--- src/verilog/fcel_pkg.sv ---
/*
  Constants for the fault classification, escalation and lockup unit:
  register offsets, cause flag positions, return codes, priority widths.
  Assumes a single 125 MHz core clock and an APB register port.
*/
package fcel_pkg;
  // ==========================================================
  // Register map (byte addresses)
  localparam logic [11:0] FCEL_OFF_HARD = 12'h000;
  localparam logic [11:0] FCEL_OFF_MM = 12'h004;
  localparam logic [11:0] FCEL_OFF_BUS = 12'h008;
  localparam logic [11:0] FCEL_OFF_USAGE = 12'h00C;
  localparam logic [11:0] FCEL_OFF_MEMMANAGE_ADDR_REG = 12'h010;
  localparam logic [11:0] FCEL_OFF_BUSADDR = 12'h014;
  localparam logic [11:0] FCEL_OFF_PRIO = 12'h018;
  localparam logic [11:0] FCEL_OFF_ENABLE = 12'h01C;
  localparam logic [11:0] FCEL_OFF_STATE = 12'h020;

  // ==========================================================
  // Fault classes
  localparam int FCEL_NCLASS = 3;
  localparam int FCEL_CLS_MM = 0;
  localparam int FCEL_CLS_BUS = 1;
  localparam int FCEL_CLS_USAGE = 2;
  localparam int FCEL_PRIO_W = 8;
  localparam int FCEL_PRIO_RST = 0;

  // ==========================================================
  // Cause flag positions
  localparam int FCEL_HF_VECTOR = 1;
  localparam int FCEL_HF_ESCAL = 30;
  localparam int FCEL_MM_INSTR = 0;
  localparam int FCEL_MM_DATA = 1;
  localparam int FCEL_MM_POP = 3;
  localparam int FCEL_MM_PUSH = 4;
  localparam int FCEL_BF_PREFETCH = 0;
  localparam int FCEL_BF_PRECISE = 1;
  localparam int FCEL_BF_DEFER = 2;
  localparam int FCEL_BF_POP = 3;
  localparam int FCEL_BF_PUSH = 4;
  localparam int FCEL_UF_OPCODE = 0;
  localparam int FCEL_UF_STATE = 1;
  localparam int FCEL_UF_RETCODE = 2;
  localparam int FCEL_UF_COPRO = 3;
  localparam int FCEL_UF_ALIGN = 8;
  localparam int FCEL_UF_DIVZERO = 9;

  // ==========================================================
  // Handler return codes
  localparam logic [31:0] FCEL_RET_HANDLER_MAIN = 32'hFFFFFFF1;
  localparam logic [31:0] FCEL_RET_THREAD_MAIN = 32'hFFFFFFF9;
  localparam logic [31:0] FCEL_RET_THREAD_PROC = 32'hFFFFFFFD;

  // ==========================================================
  // Execution context of the running handler
  typedef enum logic [1:0] {
    FCEL_CTX_OTHER = 2'h0,
    FCEL_CTX_NMI = 2'h1,
    FCEL_CTX_HARD = 2'h2
  } fcel_ctx_t;
endpackage : fcel_pkg

--- src/verilog/fcel_fault_unit.sv ---
/*
  Fault classification, escalation and lockup unit with an APB register port.
  Assumes single-cycle fault event pulses from pipeline, bus interface and
  protection unit, all on mclk; the prioritiser consumes the take outputs.
*/
// What this block does
// - Vector read bus error raises hard fault
// - Escalation takes hard fault, sets escalation flag
// - Fetch violation or no-execute sets instruction flag
// - Data access violation sets data flag
// - Protection push/pop errors set separate flags
// - Bus push/pop errors set separate flags
// - Prefetch bus error sets prefetch flag
// - Precise and deferred data errors distinct
// - Coprocessor and illegal opcode usage faults
// - Bad instruction state sets state flag
// - Return code, misalign, divide-by-zero flags
// - Only three return codes are valid
// - Configurable priorities and per-class enables
// - Handler re-fault of equal priority escalates
// - Fault not above current priority escalates in a handler
// - Disabled handler escalates to hard fault
// - Bus push fault entering bus handler never escalates
// - Hard fault preempted only by reset/NMI
// - Capture faulting address for bus/protection
// - Hard fault in NMI/hard handler locks
// - Lockup held until reset, NMI, halt
// - NMI cannot release lockup entered from NMI
`timescale 1ns/1ps
module fcel_fault_unit (
  // Clock and reset
  input wire logic mclk,
  input wire logic nrst,
  // APB slave
  input wire logic psel,
  input wire logic penable,
  input wire logic pwrite,
  input wire logic [11:0] paddr,
  input wire logic [31:0] pwdata,
  output logic [31:0] prdata,
  output logic pready,
  output logic pslverr,
  // Fault events, one-cycle pulses
  input wire logic vectorReadErr,
  input wire logic instrAccessViol,
  input wire logic noExecuteHit,
  input wire logic dataAccessViol,
  input wire logic protectPushErr,
  input wire logic protectPopErr,
  input wire logic busPushErr,
  input wire logic busPopErr,
  input wire logic prefetchBusErr,
  input wire logic preciseDataErr,
  input wire logic deferredDataErr,
  input wire logic coproAccess,
  input wire logic illegalOpcode,
  input wire logic badState,
  input wire logic retCodeLoad,
  input wire logic [31:0] retCode,
  input wire logic misalignedAccess,
  input wire logic zeroDivisor,
  input wire logic [31:0] busfault_addr_reg,
  // Core context
  input wire logic [fcel_pkg::FCEL_PRIO_W-1:0] curPriority,
  input wire logic inHandler,
  input wire logic busHandlerEntry,
  input wire fcel_pkg::fcel_ctx_t curContext,
  input wire logic nmiEvent,
  input wire logic debugHalt,
  // Toward the prioritiser
  output logic [2:0] takeClass,
  output logic takeHard,
  output logic lockedUp,
  output logic lockedFromNmi,
  output logic retCodeValid,
  output logic [1:0] retTarget
);
  import fcel_pkg::*;

  // ==========================================================
  // Return code check
  logic codeValid;
  logic [1:0] codeTarget;

  fcel_retcode_check uRet (
    .retCode(retCode),
    .codeValid(codeValid),
    .codeTarget(codeTarget)
  );

  // unknown code is a usage fault
  wire badRetCode = retCodeLoad & ~codeValid;

  // ==========================================================
  // State
  logic [31:0] hardCause_r;
  logic [31:0] mmCause_r;
  logic [31:0] busCause_r;
  logic [31:0] usageCause_r;
  logic [31:0] memmanage_addr_reg_r;
  logic [31:0] busAddr_r;
  logic [FCEL_PRIO_W-1:0] prio_r [FCEL_NCLASS];
  logic [FCEL_NCLASS-1:0] enable_r;
  logic [2:0] take_r;
  logic takeHard_r;
  logic locked_r;
  logic lockedNmi_r;
  logic retValid_r;
  logic [1:0] retTarget_r;

  // ==========================================================
  // Classification
  // no-execute counts even with protection off
  wire mmInstr = instrAccessViol | noExecuteHit;
  wire [FCEL_NCLASS-1:0] rawClass;
  assign rawClass[FCEL_CLS_MM] = mmInstr | dataAccessViol | protectPushErr | protectPopErr;
  assign rawClass[FCEL_CLS_BUS] = busPushErr | busPopErr | prefetchBusErr | preciseDataErr | deferredDataErr;
  assign rawClass[FCEL_CLS_USAGE] = coproAccess | illegalOpcode | badState | badRetCode | misalignedAccess
                                    | zeroDivisor;

  // ==========================================================
  // Escalation per class
  wire [FCEL_NCLASS-1:0] escalate;
  wire [FCEL_NCLASS-1:0] taken;

  // fixed-priority handler context
  // Priority field cannot express those levels
  wire fixedCtx = (curContext != FCEL_CTX_OTHER);
  genvar gi;
  generate
    for (gi = 0; gi < FCEL_NCLASS; gi++) begin : gClass
      wire notAbove = fixedCtx | (inHandler & (prio_r[gi] >= curPriority));
      wire disabled = ~enable_r[gi];
      // push fault on bus handler entry exempt
      wire exempt = (gi == FCEL_CLS_BUS) & busHandlerEntry & busPushErr;
      assign escalate[gi] = rawClass[gi] & (notAbove | disabled) & ~exempt;
      assign taken[gi] = rawClass[gi] & ~escalate[gi];
    end
  endgenerate

  wire anyEscalate = |escalate;
  // vector read error goes straight to hard
  wire hardFault = anyEscalate | vectorReadErr;
  // hard fault inside NMI or hard handler
  wire enterLock = hardFault & (curContext != FCEL_CTX_OTHER);
  // release sources
  // Reset is the third path, through nrst
  wire nmiRelease = nmiEvent & ~lockedNmi_r;
  wire lockRelease = debugHalt | nmiRelease;

  // ==========================================================
  // APB decode
  wire apbAccess = psel & penable;
  wire apbWrite = apbAccess & pwrite;
  wire hitHard = (paddr == FCEL_OFF_HARD);
  wire hitMm = (paddr == FCEL_OFF_MM);
  wire hitBus = (paddr == FCEL_OFF_BUS);
  wire hitUsage = (paddr == FCEL_OFF_USAGE);
  wire hitMmAddr = (paddr == FCEL_OFF_MEMMANAGE_ADDR_REG);
  wire hitBusAddr = (paddr == FCEL_OFF_BUSADDR);
  wire hitPrio = (paddr == FCEL_OFF_PRIO);
  wire hitEnable = (paddr == FCEL_OFF_ENABLE);
  wire hitState = (paddr == FCEL_OFF_STATE);
  wire mapped = hitHard | hitMm | hitBus | hitUsage | hitMmAddr | hitBusAddr | hitPrio | hitEnable | hitState;

  // Write-one-to-clear masks
  wire [31:0] clrHard = (apbWrite & hitHard) ? pwdata : 32'h0;
  wire [31:0] clrMm = (apbWrite & hitMm) ? pwdata : 32'h0;
  wire [31:0] clrBus = (apbWrite & hitBus) ? pwdata : 32'h0;
  wire [31:0] clrUsage = (apbWrite & hitUsage) ? pwdata : 32'h0;

  // ==========================================================
  // Cause flag sets
  logic [31:0] setHard;
  logic [31:0] setMm;
  logic [31:0] setBus;
  logic [31:0] setUsage;

  always_comb begin
    setHard = 32'h0;
    setMm = 32'h0;
    setBus = 32'h0;
    setUsage = 32'h0;
    setHard[FCEL_HF_VECTOR] = vectorReadErr;
    setHard[FCEL_HF_ESCAL] = anyEscalate;
    setMm[FCEL_MM_INSTR] = mmInstr;
    setMm[FCEL_MM_DATA] = dataAccessViol;
    setMm[FCEL_MM_PUSH] = protectPushErr;
    setMm[FCEL_MM_POP] = protectPopErr;
    setBus[FCEL_BF_PUSH] = busPushErr;
    setBus[FCEL_BF_POP] = busPopErr;
    setBus[FCEL_BF_PREFETCH] = prefetchBusErr;
    setBus[FCEL_BF_PRECISE] = preciseDataErr;
    setBus[FCEL_BF_DEFER] = deferredDataErr;
    setUsage[FCEL_UF_COPRO] = coproAccess;
    setUsage[FCEL_UF_OPCODE] = illegalOpcode;
    setUsage[FCEL_UF_STATE] = badState;
    setUsage[FCEL_UF_RETCODE] = badRetCode;
    setUsage[FCEL_UF_ALIGN] = misalignedAccess;
    setUsage[FCEL_UF_DIVZERO] = zeroDivisor;
  end

  always_ff @(posedge mclk) begin
    if (!nrst) begin
      hardCause_r <= 32'h0;
      mmCause_r <= 32'h0;
      busCause_r <= 32'h0;
      usageCause_r <= 32'h0;
    end else begin
      hardCause_r <= (hardCause_r & ~clrHard) | setHard;
      mmCause_r <= (mmCause_r & ~clrMm) | setMm;
      busCause_r <= (busCause_r & ~clrBus) | setBus;
      usageCause_r <= (usageCause_r & ~clrUsage) | setUsage;
    end
  end

  // ==========================================================
  // Fault address capture
  // latch faulting address
  wire mmAddrCap = mmInstr | dataAccessViol | protectPushErr | protectPopErr;
  // Deferred errors carry no usable address
  wire busAddrCap = preciseDataErr | prefetchBusErr | busPushErr | busPopErr;

  always_ff @(posedge mclk) begin
    if (!nrst) begin
      memmanage_addr_reg_r <= 32'h0;
      busAddr_r <= 32'h0;
    end else begin
      if (mmAddrCap) begin
        memmanage_addr_reg_r <= busfault_addr_reg;
      end
      if (busAddrCap) begin
        busAddr_r <= busfault_addr_reg;
      end
    end
  end

  // ==========================================================
  // Configuration registers
  // priority and enable per class
  always_ff @(posedge mclk) begin
    if (!nrst) begin
      enable_r <= '0;
      for (int i = 0; i < FCEL_NCLASS; i++) begin
        prio_r[i] <= FCEL_PRIO_W'(FCEL_PRIO_RST);
      end
    end else if (apbWrite) begin
      if (hitEnable) begin
        enable_r <= pwdata[FCEL_NCLASS-1:0];
      end
      if (hitPrio) begin
        for (int i = 0; i < FCEL_NCLASS; i++) begin
          prio_r[i] <= pwdata[i*FCEL_PRIO_W +: FCEL_PRIO_W];
        end
      end
    end
  end

  // ==========================================================
  // Outcome and lockup
  always_ff @(posedge mclk) begin
    if (!nrst) begin
      take_r <= 3'h0;
      takeHard_r <= 1'b0;
      locked_r <= 1'b0;
      lockedNmi_r <= 1'b0;
      retValid_r <= 1'b0;
      retTarget_r <= 2'h0;
    end else begin
      // no class handler dispatch while locked
      take_r <= locked_r ? 3'h0 : taken;
      // lockup replaces the hard fault pulse
      takeHard_r <= hardFault & ~enterLock & ~locked_r;
      retValid_r <= retCodeLoad & codeValid;
      retTarget_r <= codeTarget;
      if (!locked_r && enterLock) begin
        locked_r <= 1'b1;
        lockedNmi_r <= (curContext == FCEL_CTX_NMI);
      end else if (locked_r && lockRelease) begin
        locked_r <= 1'b0;
        lockedNmi_r <= 1'b0;
      end
    end
  end

  // ==========================================================
  // APB read path, zero wait states
  wire [31:0] prioWord = {8'h0, prio_r[2], prio_r[1], prio_r[0]};
  wire [31:0] enableWord = {{(32 - FCEL_NCLASS){1'b0}}, enable_r};
  wire [31:0] stateWord = {30'h0, lockedNmi_r, locked_r};

  logic [31:0] rdMux;
  always_comb begin
    rdMux = 32'h0;
    if (hitHard) begin
      rdMux = hardCause_r;
    end else if (hitMm) begin
      rdMux = mmCause_r;
    end else if (hitBus) begin
      rdMux = busCause_r;
    end else if (hitUsage) begin
      rdMux = usageCause_r;
    end else if (hitMmAddr) begin
      rdMux = memmanage_addr_reg_r;
    end else if (hitBusAddr) begin
      rdMux = busAddr_r;
    end else if (hitPrio) begin
      rdMux = prioWord;
    end else if (hitEnable) begin
      rdMux = enableWord;
    end else if (hitState) begin
      rdMux = stateWord;
    end
  end

  assign prdata = rdMux;
  // Decode is combinational, so no wait states
  assign pready = 1'b1;
  // Unmapped access answers with an error
  assign pslverr = apbAccess & ~mapped;

  assign takeClass = take_r;
  assign takeHard = takeHard_r;
  assign lockedUp = locked_r;
  assign lockedFromNmi = lockedNmi_r;
  assign retCodeValid = retValid_r;
  assign retTarget = retTarget_r;
endmodule : fcel_fault_unit

--- src/verilog/fcel_retcode_check.sv ---
/*
  Checks a handler return code and names its return target.
  Assumes a code that has already been loaded into the program counter.
*/
`timescale 1ns/1ps
module fcel_retcode_check (
  // Code under test
  input wire logic [31:0] retCode,
  // Verdict
  output logic codeValid,
  output logic [1:0] codeTarget
);
  import fcel_pkg::*;

  wire isHandlerMain = (retCode == FCEL_RET_HANDLER_MAIN);
  wire isThreadMain = (retCode == FCEL_RET_THREAD_MAIN);
  wire isThreadProc = (retCode == FCEL_RET_THREAD_PROC);

  assign codeValid = isHandlerMain | isThreadMain | isThreadProc;
  assign codeTarget = isThreadProc ? 2'h2 : (isThreadMain ? 2'h1 : 2'h0);
endmodule : fcel_retcode_check
--- config.mk ---
export PLATFORM = sky130hd
export DESIGN_NAME = fcel_fault_unit
export DESIGN_NICKNAME = d
export VERILOG_FILES = /design/src/verilog/fcel_pkg.sv /design/src/verilog/fcel_fault_unit.sv /design/src/verilog/fcel_retcode_check.sv
export SDC_FILE = /design/constraint.sdc
export NUM_CORES = 1
export LEC_CHECK = 0
export ABC_AREA = 0
export BUFFER_PORTS_ARGS = -buffer_cell sky130_fd_sc_hd__buf_2
export CAP_MARGIN = 20
export CELL_PAD_IN_SITES_DETAIL_PLACEMENT = 0
export CELL_PAD_IN_SITES_GLOBAL_PLACEMENT = 2
export CORE_ASPECT_RATIO = 1.5
export CORE_UTILIZATION = 35
export DETAILED_ROUTE_END_ITERATION = 12
export GPL_ROUTABILITY_DRIVEN = 0
export GPL_TIMING_DRIVEN = 0
export PLACE_DENSITY_LB_ADDON = 0.1
export SLEW_MARGIN = 20
export SYNTH_ARGS = -nofsm -noshare
export SYNTH_HDL_FRONTEND = slang
export SYNTH_SLANG_ARGS = --single-unit
--- constraint.sdc ---
create_clock -name mclk -period 7.9 [get_ports mclk]
set_clock_uncertainty 0.05 [all_clocks]
set_input_delay 0.79 -clock mclk [delete_from_list [all_inputs] [get_ports mclk]]
set_output_delay 0.79 -clock mclk [all_outputs]
set_load 0.01 [all_outputs]
==> impl_results.md <==
* Gr ovfl total at 0
* Inst Count DP at 1,659
* Largest net degree at the start of global routing at 25
* Synth top area cells: dfxtp_1, nand2_1, a21oi_1
* Post-CTS Hold Fix Bufs at 0
* First-iteration detailed-routing DRC count at 581
* Routed len/inst at 22.0 um
* Drt pass-1 iters at 5
* Final worst setup slack at 3.27 ns
* Syn. warnings at 0
* Worst setup endpoint: prdata[13]
* Cell with the most instances after synthesis: nand2_1
* Max cap viols at 0
* Port Buffers at 183
* Total chip power at 2.55 mW
* Pwr Density at 215 mW/mm^2
* Skew-Pair Late Insertion Delay at 0.54 ns
* CP max FO at 10
* Synthesized flop and latch total at 228
* Final Setup Violations at 0
* Initial antenna violation count at 0
* Antenna cells at 0
* CTS Buf Count at 25
* Post-Syn Nets at 1,300
* Syn avg cell area at 8.57 um^2
* Setup crit start kind: input port
* Min Clock Period, post-route at 4.63 ns
* Die height at 206 um
* Worst-margin pin slew at 0.950 ns
* CP Class: input port to output port
* Initial core utilization at 35.7%
* Biggest area consumer among synthesized cells: dfxtp_1
* Fin. Hold Viols at 0
* Worst Reg-to-Reg Cells at 7
* Site Rows at 74
* Via/cell ratio at 5.34
* Dominant synthesized flop cell: dfxtp_1
* Clk buf depth at 3
* # IOs at 187
* Vias in the first global route at 8,772
* Overall routing resource usage at 26.6%
* First-pass GRT wire length at 54.7 mm
* Critical Path End Type: output port
* Clock slew at reported path FFs at 0.06 ns
* H-tree level count at 1
* Hold WS at 0.378 ns
* Vias at 9,098
* Required time worst endpoint at 7.06 ns
* Final Max Slew Viols at 0
* Max-slew headroom at 36.1%
* Post-CTS Setup Repair Bufs at 0
* Seq/Total Area, Yosys at 49.5%
* Arrival time worst endpoint at 3.79 ns
* Synth cell types at 65
* Share of the synthesized area in the top cell type at 42.1%
* DP HPWL at 28.4 mm
* CTS tree: done
* CTS root buf: clkbuf_16
* Top cells by count, synth: nand2_1, dfxtp_1, a21oi_1
* Unrepaired setup endpoints after global routing: false
* Cell count after synthesis at 1,132
* DRC errors left at 0
* Post-synth EDFFs at 24
* RR Startpoint: prio_r[0][15]
* FMAX at 0.216 GHz
* Leakage at 5.14 nW
* Die area at 0.0284 mm^2
* CORE AREA at 0.0272 mm^2
* Clock Sinks at 228
* Die X-Extent at 138 um
* Hold Path Class: register to register
* Finished Layout Cells at 1,705
* Period utilisation layout at 58.6%
* Max IR drop VDD at 0.180 mV
* Share of cells above drive strength 1 at 20.0%
* Dpl ws at 3.26 ns
* Final wirelength at 37.5 mm
* Launching element of the worst setup path: paddr[2]
* Post-cts resize count at 0
* Area Growth Syn to Fin at 22.4%
* Post-layout nets at 1,512
* Reg-to-reg setup timing slack at 4.57 ns
* Synthesized area at 0.00971 mm^2
* RR Endpoint: lockedFromNmi
* Final TNS setup at 0 ns
* # fillers at 2,876
* Asr flop ratio synth at 0%
* Outcome: finished, final reports clean
* Antenna Nets Post-Route at 0
[state kept, by name, summed over array words and instances (netlist names)]
name and flops:
busAddr_r 32, busCause_r 32, hardCause_r 32, memmanage_addr_reg_r 32, mmCause_r 32, usageCause_r 32
prio_r 24, enable_r 3, takeClass 3, retTarget 2, lockedFromNmi 1, lockedUp 1
retCodeValid 1, takeHard 1
[layer usage]
layer | vias to the layer above | GRT usage, % | wire length [um] | part of all wire, %
li1 | 4447 | - | - | -
met1 | 4347 | 32.6 | 15300 | 41
met2 | 239 | 47.3 | 19300 | 51
met3 | 65 | 3.16 | 1750 | 4.7
met4 | 0 | 9.08 | 1130 | 3.0
met5 | - | 0 | 0 | 0
[critical path, cell delays in order]
cell,delay [ns]
buf_2,0.09
clkbuf_1,0.59
nor2b_1,0.15
and2_0,0.19
clkbuf_1,0.24
nor2_1,0.78
buf_2,0.43
a31oi_1,0.19
a21o_1,0.18
buf_2,0.13
[how the worst min path moves through the flow]
stage                                 from               end  slack, ns  cells past startpoint
after floorplan           usageCause_r[23]  usageCause_r[23]       0.36                      2
final                     usageCause_r[26]  usageCause_r[26]       0.38                      2
after global placement    usageCause_r[28]  usageCause_r[28]       0.37                      2
after global routing            retCode[2]      retTarget[0]       0.39                      2
after CTS                       retCode[2]      retTarget[0]       0.37                      2
after detailed placement    busCause_r[29]    busCause_r[29]       0.37                      2
[cells by family after synthesis]
kind of cell,count (synthesis),share of synthesized area [%]
AO/OA/AOI/OAI,362,23.3
flip-flops,228,49.5
adder cells (fa/ha/maj),24,3.09
AND/OR/NAND/NOR,406,18.3
other,1,0.0386
multiplexers,12,1.47
buffers and inverters,99,4.25
[final cells by class]
class | count | area [um^2] | share of cell area, %
flip-flops and latches | 228 | 4800 | 40.5
clock buffers | 36 | 707 | 5.95
plain buffers | 80 | 342 | 2.88
clock inverters | 10 | 83.8 | 0.706
inverters | 19 | 71.3 | 0.601
repair buffers | 185 | 926 | 7.80
multi-input cells | 805 | 4510 | 38.0
well taps | 342 | 428 | 3.60
[stage by stage]
step	area, um^2	utilization, %
CTS	11900	43.6
detailed placement	11100	40.7
floorplan	9710	-
global placement	11100	40.6
finish	11900	43.6
global route	11900	43.6
[where the power goes]
group / total (mW) / switching, mW / internal [mW]
clock: 1.16 / 0.500 / 0.656
combinational: 0.173 / 0.109 / 0.0640
sequential: 1.22 / 0.0199 / 1.20
total: 2.55 / 0.630 / 1.92
[cell usage in the layout (no fill, tap or decap), drive strengths merged, types with 5 or more instances in the layout]
cell type | synthesis | layout
ha | 24 | 24
a222oi | 21 | 21
o21ai | 5 | 5
dfxtp | 204 | 204
nand4 | 8 | 8
a31oi | 26 | 26
clkbuf | 54 | 90
a22oi | 11 | 11
o22ai | 18 | 18
mux2 | 8 | 8
nor2 | 37 | 37
edfxtp | 24 | 24
a21oi | 193 | 193
clkinv | 0 | 5
nand2 | 283 | 283
buf | 26 | 211
o21a | 19 | 19
nand3 | 10 | 10
or4 | 6 | 6
o211ai | 5 | 5
a21boi | 15 | 15
a32oi | 7 | 7
and2 | 28 | 28
nor3 | 11 | 11
inv | 19 | 21
a21o | 17 | 17
nor4 | 7 | 7
Power figures use the tool's default switching activity.
